## src/core/adcc_map.svh

```systemverilog
// Register offsets, field positions, reset values and cycle counts of the converter control block.
`ifndef ADCC_MAP_SVH
`define ADCC_MAP_SVH

// ----------------------------------------------------------------------------
// Register offsets
// ----------------------------------------------------------------------------
`define ADCC_OFS_RESULT_LOW   8'h78
`define ADCC_OFS_RESULT_HIGH  8'h79
`define ADCC_OFS_CONTROL_A    8'h7a
`define ADCC_OFS_TRIGGER_B    8'h7b
`define ADCC_OFS_REF_CHANNEL  8'h7c
`define ADCC_OFS_DIG_DISABLE  8'h7e

// ----------------------------------------------------------------------------
// Field positions in converter_control_a
// ----------------------------------------------------------------------------
`define ADCC_CA_ENABLE        7
`define ADCC_CA_START         6
`define ADCC_CA_AUTO          5
`define ADCC_CA_DONE          4
`define ADCC_CA_IE            3

// ----------------------------------------------------------------------------
// Reset values and codes
// ----------------------------------------------------------------------------
`define ADCC_RST_BYTE         8'h00
`define ADCC_RST_RESULT       10'h000
`define ADCC_TRIG_FREE_RUN    3'h0

// ----------------------------------------------------------------------------
// Conversion lengths in converter clock ticks
// ----------------------------------------------------------------------------
`define ADCC_FIRST_TICKS      5'h19
`define ADCC_NORMAL_TICKS     5'h0d

`endif

```

## src/core/adcc_pkg.sv

```systemverilog
// Types shared by the converter control modules.
package adcc_pkg;

  // Conversion sequencer states.
  typedef enum logic [0:0] {
    st_idle,
    st_conv
  } adcc_state_e;

  // Raw ten-bit conversion code.
  typedef logic [9:0] adcc_result_t;

endpackage : adcc_pkg

```

## src/core/adcc_ctl_if.sv

```systemverilog
// Control signals between the converter top, its prescaler and its trigger detector.
`timescale 1ns/1ps
`default_nettype none

interface adcc_ctl_if;
  logic       enable;
  logic [2:0] div_sel;
  logic       tick;
  logic       auto_en;
  logic [2:0] trig_sel;
  logic       trig_edge;

  modport top   (output enable, output div_sel, output auto_en, output trig_sel,
                 input tick, input trig_edge);
  modport presc (input enable, input div_sel, output tick);
  modport trig  (input auto_en, input trig_sel, output trig_edge);
endinterface : adcc_ctl_if

`default_nettype wire

```

## src/core/adcc_prescaler.sv

```systemverilog
// Converter clock prescaler producing one-cycle tick pulses.
`timescale 1ns/1ps
`default_nettype none

module adcc_prescaler (
  input  wire logic   i_clk,
  input  wire logic   i_rstn,
  adcc_ctl_if.presc   ctl
);

  logic [6:0] div_cnt_q;
  logic [6:0] div_cnt_d;

  // --------------------------------------------------------------------------
  // Division factor decode
  // --------------------------------------------------------------------------
  // Codes 0 and 1 both divide by two; code n otherwise divides by 2**n.
  wire  [2:0] div_shift = (ctl.div_sel == 3'h0) ? 3'h1 : ctl.div_sel;
  wire  [7:0] div_full  = (8'h01 << div_shift) - 8'h01;
  wire  [6:0] div_last  = div_full[6:0];

  // The divider is held at zero while the converter is off, which saves power.
  assign ctl.tick  = ctl.enable && (div_cnt_q == div_last);
  assign div_cnt_d = (!ctl.enable || ctl.tick) ? 7'h00 : div_cnt_q + 7'h01;

  // Divider counter.
  always_ff @(posedge i_clk)
  begin
    if (!i_rstn) div_cnt_q <= 7'h00;
    else         div_cnt_q <= div_cnt_d;
  end
endmodule : adcc_prescaler

`default_nettype wire

```

## src/core/adcc_trigger.sv

```systemverilog
// Auto-trigger source selection and rising edge detection.
`timescale 1ns/1ps
`default_nettype none

module adcc_trigger (
  input  wire logic       i_clk,
  input  wire logic       i_rstn,
  input  wire logic [7:1] i_trig_flags,
  adcc_ctl_if.trig        ctl
);

  logic sel_level_q;

  // --------------------------------------------------------------------------
  // Source selection
  // --------------------------------------------------------------------------
  // Code 0 selects a constant low level, so entering free running makes no edge.
  wire sel_level = (ctl.trig_sel == 3'h0) ? 1'b0 : i_trig_flags[ctl.trig_sel];
  // The previous level follows whatever source is selected, so a switch onto a
  // set flag is seen as a rising edge.
  assign ctl.trig_edge = ctl.auto_en && sel_level && !sel_level_q;

  // Previous selected level.
  always_ff @(posedge i_clk)
  begin
    if (!i_rstn) sel_level_q <= 1'b0;
    else         sel_level_q <= sel_level;
  end
endmodule : adcc_trigger

`default_nettype wire

```

## src/core/adcc_top.sv

```systemverilog
// Converter control top: registers, conversion sequencer, result lock and pin buffer control.
//
// The strobed register port is this design's own decision.
`timescale 1ns/1ps
`default_nettype none
`include "adcc_map.svh"

module adcc_top (
  input  wire logic       i_clk,
  input  wire logic       i_rstn,
  input  wire logic [7:0] i_addr,
  input  wire logic [7:0] i_wdata,
  input  wire logic       i_wr,
  input  wire logic       i_rd,
  output logic      [7:0] o_rdata,
  input  wire logic [9:0] i_analog_code,
  input  wire logic [7:1] i_trig_flags,
  input  wire logic       i_global_ie,
  input  wire logic       i_irq_ack,
  input  wire logic [5:0] i_port_pin,
  output logic      [5:0] o_port_pin,
  output logic      [5:0] o_buffer_off,
  output logic            o_power_on,
  output logic      [1:0] o_ref_sel,
  output logic      [3:0] o_chan_sel,
  output logic            o_conv_tick,
  output logic            o_busy,
  output logic            o_irq
);

  // --------------------------------------------------------------------------
  // State
  // --------------------------------------------------------------------------
  adcc_pkg::adcc_state_e  state_q;
  adcc_pkg::adcc_state_e  state_d;
  adcc_pkg::adcc_result_t result_q;
  logic [4:0] cnt_q;
  logic [4:0] cnt_d;
  logic       en_q;
  logic       auto_q;
  logic       flag_q;
  logic       ie_q;
  logic [2:0] div_q;
  logic [2:0] trig_q;
  logic [1:0] ref_q;
  logic       left_q;
  logic [3:0] mux_q;
  logic [1:0] act_ref_q;
  logic [3:0] act_mux_q;
  logic [5:0] didr_q;
  logic [5:0] port_q;
  logic       lock_q;
  logic       first_q;
  logic [7:0] rdata_q;

  adcc_ctl_if ctl ();

  // --------------------------------------------------------------------------
  // Address decode
  // --------------------------------------------------------------------------
  wire wr_ctrl = i_wr && (i_addr == `ADCC_OFS_CONTROL_A);
  wire wr_trig = i_wr && (i_addr == `ADCC_OFS_TRIGGER_B);
  wire wr_mux  = i_wr && (i_addr == `ADCC_OFS_REF_CHANNEL);
  wire wr_didr = i_wr && (i_addr == `ADCC_OFS_DIG_DISABLE);
  wire rd_low  = i_rd && (i_addr == `ADCC_OFS_RESULT_LOW);
  wire rd_high = i_rd && (i_addr == `ADCC_OFS_RESULT_HIGH);

  // --------------------------------------------------------------------------
  // Sequencer decode
  // --------------------------------------------------------------------------
  wire idle      = (state_q == adcc_pkg::st_idle);
  wire busy      = (state_q == adcc_pkg::st_conv);
  // A start with the enable bit written low in the same byte is dropped, and a
  // written zero in the start position does nothing.
  wire sw_start  = wr_ctrl && i_wdata[`ADCC_CA_START] && i_wdata[`ADCC_CA_ENABLE];
  wire hw_start  = ctl.trig_edge && en_q;
  wire start     = idle && (sw_start || hw_start);
  wire abort     = busy && wr_ctrl && !i_wdata[`ADCC_CA_ENABLE];
  wire [4:0] len_last = first_q ? (`ADCC_FIRST_TICKS - 5'h01)
                                : (`ADCC_NORMAL_TICKS - 5'h01);
  wire done_evt  = busy && !abort && ctl.tick && (cnt_q == len_last);
  wire free_run  = auto_q && (trig_q == `ADCC_TRIG_FREE_RUN);
  wire restart   = done_evt && free_run;
  wire flag_clr  = (wr_ctrl && i_wdata[`ADCC_CA_DONE]) || i_irq_ack;

  // Next state: free running keeps converting until the enable or auto bit is cleared or a source other than 0 is chosen.
  always_comb
  begin
    state_d = state_q;
    case (state_q)
      adcc_pkg::st_idle: if (start) state_d = adcc_pkg::st_conv;
      adcc_pkg::st_conv: if (abort || (done_evt && !restart)) state_d = adcc_pkg::st_idle;
      default:           state_d = adcc_pkg::st_idle;
    endcase
  end

  // The tick counter restarts at every new conversion and at an abort.
  assign cnt_d = (start || restart || abort) ? 5'h00 :
                 (busy && ctl.tick)          ? cnt_q + 5'h01 : cnt_q;

  // --------------------------------------------------------------------------
  // Submodule wiring
  // --------------------------------------------------------------------------
  assign ctl.enable   = en_q;
  assign ctl.div_sel  = div_q;
  assign ctl.auto_en  = auto_q;
  assign ctl.trig_sel = trig_q;

  adcc_prescaler u_prescaler (
    .i_clk  (i_clk),
    .i_rstn (i_rstn),
    .ctl    (ctl.presc)
  );

  adcc_trigger u_trigger (
    .i_clk        (i_clk),
    .i_rstn       (i_rstn),
    .i_trig_flags (i_trig_flags),
    .ctl          (ctl.trig)
  );

  // --------------------------------------------------------------------------
  // Sequencer registers
  // --------------------------------------------------------------------------
  // While off, the first-conversion marker is re-armed so the next start runs the long one.
  always_ff @(posedge i_clk)
  begin
    if (!i_rstn)
    begin
      state_q <= adcc_pkg::st_idle;
      cnt_q   <= 5'h00;
      first_q <= 1'b1;
    end
    else
    begin
      state_q <= state_d;
      cnt_q   <= cnt_d;
      first_q <= !en_q || (first_q && !done_evt);
    end
  end

  // --------------------------------------------------------------------------
  // Control registers
  // --------------------------------------------------------------------------
  // Reserved bits of the trigger and disable registers are not stored.
  always_ff @(posedge i_clk)
  begin
    if (!i_rstn)
    begin
      en_q   <= 1'b0;
      auto_q <= 1'b0;
      ie_q   <= 1'b0;
      div_q  <= 3'h0;
      trig_q <= 3'h0;
      ref_q  <= 2'h0;
      left_q <= 1'b0;
      mux_q  <= 4'h0;
      didr_q <= 6'h00;
    end
    else
    begin
      if (wr_ctrl)
      begin
        en_q   <= i_wdata[`ADCC_CA_ENABLE];
        auto_q <= i_wdata[`ADCC_CA_AUTO];
        ie_q   <= i_wdata[`ADCC_CA_IE];
        div_q  <= i_wdata[2:0];
      end
      if (wr_trig) trig_q <= i_wdata[2:0];
      if (wr_mux)
      begin
        ref_q  <= i_wdata[7:6];
        left_q <= i_wdata[5];
        mux_q  <= i_wdata[3:0];
      end
      if (wr_didr) didr_q <= i_wdata[5:0];
    end
  end

  // Done flag: a completion in the same cycle as a clear leaves it set.
  always_ff @(posedge i_clk)
  begin
    if (!i_rstn) flag_q <= 1'b0;
    else         flag_q <= done_evt || (flag_q && !flag_clr);
  end

  // --------------------------------------------------------------------------
  // Active selection and result
  // --------------------------------------------------------------------------
  // The analog side sees a held copy so a write mid-conversion cannot disturb
  // the sample; the copy follows software while idle and at each completion.
  always_ff @(posedge i_clk)
  begin
    if (!i_rstn)
    begin
      act_ref_q <= 2'h0;
      act_mux_q <= 4'h0;
    end
    else if (idle || done_evt)
    begin
      act_ref_q <= ref_q;
      act_mux_q <= mux_q;
    end
  end

  // A held lock drops the new code; the flag still reports the completion.
  always_ff @(posedge i_clk)
  begin
    if (!i_rstn)                    result_q <= `ADCC_RST_RESULT;
    else if (done_evt && !lock_q)   result_q <= i_analog_code;
  end

  // Lock is taken by a low byte read and released by a high byte read.
  always_ff @(posedge i_clk)
  begin
    if (!i_rstn)      lock_q <= 1'b0;
    else if (rd_low)  lock_q <= 1'b1;
    else if (rd_high) lock_q <= 1'b0;
  end

  // --------------------------------------------------------------------------
  // Read path
  // --------------------------------------------------------------------------
  // Alignment is applied at read time, so a change shows at once.
  wire [7:0] low_byte  = left_q ? {result_q[1:0], 6'h00} : result_q[7:0];
  wire [7:0] high_byte = left_q ? result_q[9:2] : {6'h00, result_q[9:8]};
  wire [7:0] ctrl_byte = {en_q, busy, auto_q, flag_q, ie_q, div_q};
  wire [7:0] mux_byte  = {ref_q, left_q, 1'b0, mux_q};
  wire [7:0] rd_val    = (i_addr == `ADCC_OFS_RESULT_LOW)  ? low_byte  :
                         (i_addr == `ADCC_OFS_RESULT_HIGH) ? high_byte :
                         (i_addr == `ADCC_OFS_CONTROL_A)   ? ctrl_byte :
                         (i_addr == `ADCC_OFS_TRIGGER_B)   ? {5'h00, trig_q} :
                         (i_addr == `ADCC_OFS_REF_CHANNEL) ? mux_byte  :
                         (i_addr == `ADCC_OFS_DIG_DISABLE) ? {2'h0, didr_q} : `ADCC_RST_BYTE;

  // Read data stand for one cycle only; unmapped addresses read zero.
  always_ff @(posedge i_clk)
  begin
    if (!i_rstn) rdata_q <= `ADCC_RST_BYTE;
    else         rdata_q <= i_rd ? rd_val : `ADCC_RST_BYTE;
  end

  // Port input with disabled buffers forced low.
  always_ff @(posedge i_clk)
  begin
    if (!i_rstn) port_q <= 6'h00;
    else         port_q <= i_port_pin & ~didr_q;
  end

  // --------------------------------------------------------------------------
  // Outputs
  // --------------------------------------------------------------------------
  assign o_rdata      = rdata_q;
  assign o_port_pin   = port_q;
  assign o_buffer_off = didr_q;
  assign o_power_on   = en_q;
  assign o_ref_sel    = act_ref_q;
  assign o_chan_sel   = act_mux_q;
  assign o_conv_tick  = busy && ctl.tick;
  assign o_busy       = busy;
  assign o_irq        = flag_q && ie_q && i_global_ie;
endmodule : adcc_top

`default_nettype wire

```

## config.mk

```make
export PLATFORM = sky130hd
export DESIGN_NAME = adcc_top
export DESIGN_NICKNAME = d
export VERILOG_FILES = /design/src/core/adcc_pkg.sv /design/src/core/adcc_ctl_if.sv /design/src/core/adcc_prescaler.sv /design/src/core/adcc_trigger.sv /design/src/core/adcc_top.sv
export VERILOG_INCLUDE_DIRS = /design/src /design/src/core
export SDC_FILE = /design/constraint.sdc
export NUM_CORES = 1
export LEC_CHECK = 0
export BUFFER_PORTS_ARGS = -buffer_cell sky130_fd_sc_hd__buf_2
export CAP_MARGIN = 0
export CORE_MARGIN = 4
export CORE_UTILIZATION = 54
export DETAILED_ROUTE_END_ITERATION = 7
export HOLD_SLACK_MARGIN = 0.08
export PLACE_DENSITY_LB_ADDON = 0.05
export SLEW_MARGIN = 15
export SYNTH_ARGS = -nofsm -noshare
export SYNTH_HDL_FRONTEND = slang
export SYNTH_HIERARCHICAL = 1
export SYNTH_SLANG_ARGS = --single-unit
export TNS_END_PERCENT = 20
```

## constraint.sdc

```tcl
create_clock -name i_clk -period 3.6 [get_ports i_clk]
set_clock_uncertainty 0.05 [all_clocks]
set_input_delay 0.72 -clock i_clk [delete_from_list [all_inputs] [get_ports i_clk]]
set_output_delay 0.72 -clock i_clk [all_outputs]
set_load 0.01 [all_outputs]
```

==> impl_metrics.toml <==
[power_and_ir_drop]
power.leakage_nw = 1.60
p_seq_share_pct = 48.6
sw_frac_of_total_pct = 23.8
p_clk_share_pct = 45.7
p_sw_mw = 0.376
p_int_mw = 1.20
powerDensity_nw_per_um2 = 398
peakVddDrop_mv = 0.302
pwr-share-comb_pct = 5.7
power.total_mw = 1.58

[layout]
final_cells = 519
syn_to_final_growth_pct = 19.2
layout.nets = 488
diodes = 0
drive_gt1_share_pct = 25.2

[synth]
ys_seq_area_share_pct = 41.5
avgSynthCellArea_sq_um = 9.05
yosysUniqueCellTypes = 56
yosysMostFrequentCell = "dfxtp_1"
netlist_top_cells_area = "dfxtp_1, mux2i_1, nor2b_1, nand2_1, nand3_1"
synth-edff-count = 0
synthTopCellsByCount = "dfxtp_1, nand2_1, nor2b_1"
async_flop_share_pct = 0
synth_largest_area_cell = "dfxtp_1"
synth_ff_type = "dfxtp_1"
synth_cells = 368
synth-seq-cells = 69
netlist.area_leader.share_pct = 41.5
synth_area_sq_um = 3330
synth_nets = 417
ys_warn_count = 6

[place]
place_ws_ns = 0.623
placed_cells = 503
finalWeightedCongestion = 0.866
io_buffers = 74
dpl.hpwl_um = 6020

[clock_tree]
postCtsHoldBufs = 0
post_cts_resized = 0
clock-sinks = 69
cts_tree = "yes"
clkLatencyLatePin_ns = 0.35
cts_root_buffer = "clkbuf_8"
cts_buffers = 9
clockBufferDepth = 2
clk_pin_slew_ns = 0.08
cts-htree-levels = 3
cts_setup_buffers = 0

[global_route]
grt_antenna_before_repair = 0
grt_overflow_total = 0
grt_max_degree = 56
grt_pass1_wl_um = 13100
grt_pass1_vias = 2732
grt_usage_pct = 22.6

[sta]
layout_setup_ws_ns = 0.372
finalSetupViolations = 0
fin_crit_sh_pct = 89.7
timing.fmax_mhz = 310
worstMarginPinSlew_ns = 0.579
slew_violations = 0
grt_setup_unrepaired = "no"
hold_viol = 0
fin_tns_setup_ns = 0
slew_headroom_pct = 61.4
fin_crit_ns = 3.23

[route]
antenna_violating_nets_post_route = 0
drtIter0Drc = 161
wirelength_um = 8140
routedWlPerCell_um = 15.7
routed_via_density = 5.46
vias = 2832
dr.pass1.iters = 4
drc = 0

[worst_hold_path]
hp-class = "register to register"
hp-start = "o_ref_sel[0]$_SDFFE_PN0P_"

[floorplan]
die_w_um = 86.6
std_cell_rows = 28
die_y_um = 86.6
core_area_sq_um = 5960
fp.dieArea_sq_um = 7490
pin_count = 75
initial_core_util_pct = 55.9

[outcome]
status = "completed"

[setup_path]
crit_required_ns = 2.83
r2r_start = "ctl.div_sel[2]$_SDFFE_PN0N_"
arrival_ns = 2.46
crit_path_start_kind = "register"
cp-end-kind = "primary output"
critPathKind = "register to primary output"
critPathMaxFanout = 10
startpoint = "ctl.div_sel[2]$_SDFFE_PN0N_"

[flow_run]
maxCapViolations = 0
==> power by group through the flow <==
stage | Combinational, mW | Clock (mW) | Sequential [mW]
finish | 0.0905 | 0.721 | 0.768
floorplan | 0.0458 | 0 | 0.788
global placement | 0.0889 | 0 | 0.785
CTS | 0.0904 | 0.733 | 0.768
detailed placement | 0.0899 | 0 | 0.786
global route | 0.0991 | 0.768 | 0.768
==> layer usage <==
layer	track usage (%)	vias to the layer above	part of all wire [%]
met1	28.2	1310	45
met3	5.70	15	4.1
met5	0	-	0
met4	9.07	0	1.8
li1	-	1440	-
met2	37.3	67	49
==> layout by cell type, fill, tap and decap left out, types with 2 or more instances in the layout <==
cell / netlist / layout
buf_2: 7 / 74
dfxtp_1: 69 / 69
nand2_1: 39 / 39
nor2b_1: 31 / 31
mux2i_1: 28 / 28
nor2_1: 24 / 24
nand3_1: 23 / 23
o21ai_0: 23 / 23
nor3_1: 10 / 10
clkbuf_8: 0 / 9
inv_1: 8 / 8
xor2_1: 7 / 7
a32oi_1: 6 / 6
o22ai_1: 6 / 6
and2_1: 5 / 5
nand2b_1: 5 / 5
xnor2_1: 5 / 5
and3_1: 4 / 4
nand4_1: 4 / 4
a22oi_1: 4 / 4
a22o_1: 4 / 4
mux2_2: 4 / 4
ha_1: 4 / 4
buf_4: 1 / 4
nor3b_1: 3 / 3
inv_6: 0 / 3
a2111oi_0: 2 / 2
a31o_1: 2 / 2
bufinv_16: 0 / 2
nor4b_2: 2 / 2
a221oi_2: 2 / 2
==> cell type report <==
cell class	instances	area, sq um
clock inverters	7	103
inverters	8	30.0
flip-flops and latches	69	1380
fillers	551	1980
well taps	75	93.8
repair buffers	78	400
clock buffers	9	124
multi-input cells	273	1840
==> worst paths after layout <==
kind,cells past startpoint,slack [ns],end
max,9,0.37,o_conv_tick
min,2,0.41,o_ref_sel[0]$_SDFFE_PN0P_
max reg2reg,10,0.53,result_q[8]$_SDFFE_PN0P_
min reg2reg,2,0.41,o_ref_sel[0]$_SDFFE_PN0P_
==> metrics by stage <==
| step | area [sq um] | hold slack (ns) | util, % |
|---|---|---|---|
| 2_1_floorplan | 3330 | 0.391 | - |
| 3_3_place_gp | 3750 | 0.386 | 62.9 |
| 3_5_place_dp | 3750 | 0.397 | 62.9 |
| 4_1_cts | 3970 | 0.417 | 66.7 |
| 5_1_grt | 3970 | 0.431 | 66.7 |
| 6_report | 3970 | 0.414 | 66.7 |
==> cell families after synthesis <==
family / share of synthesized area (%)
AND/OR/NAND/NOR: 27.5
flip-flops: 41.5
AO/OA/AOI/OAI: 11.9
multiplexers: 10.6
buffers and inverters: 3.30
XOR/XNOR: 3.64
adder cells (fa/ha/maj): 1.50
other: 0.113
==> critical path: stages (launching register included) <==
cell and delay (ns):
dfxtp_1 0.40, or2_1 0.25, ha_1 0.21, xnor2_2 0.19, o211ai_1 0.15, a221oi_2 0.29
and2_1 0.15, and2_1 0.15, buf_4 0.16, buf_2 0.14
==> flip-flops by register name (all words and copies together) (netlist names), 4 cells and up <==
signal                 count
result_q                  10
o_rdata                    8
u_prescaler/div_cnt_q      7
o_buffer_off               6
o_port_pin                 6
cnt_q                      5
mux_q                      4
o_chan_sel                 4
(Power assumes the default switching activity.)
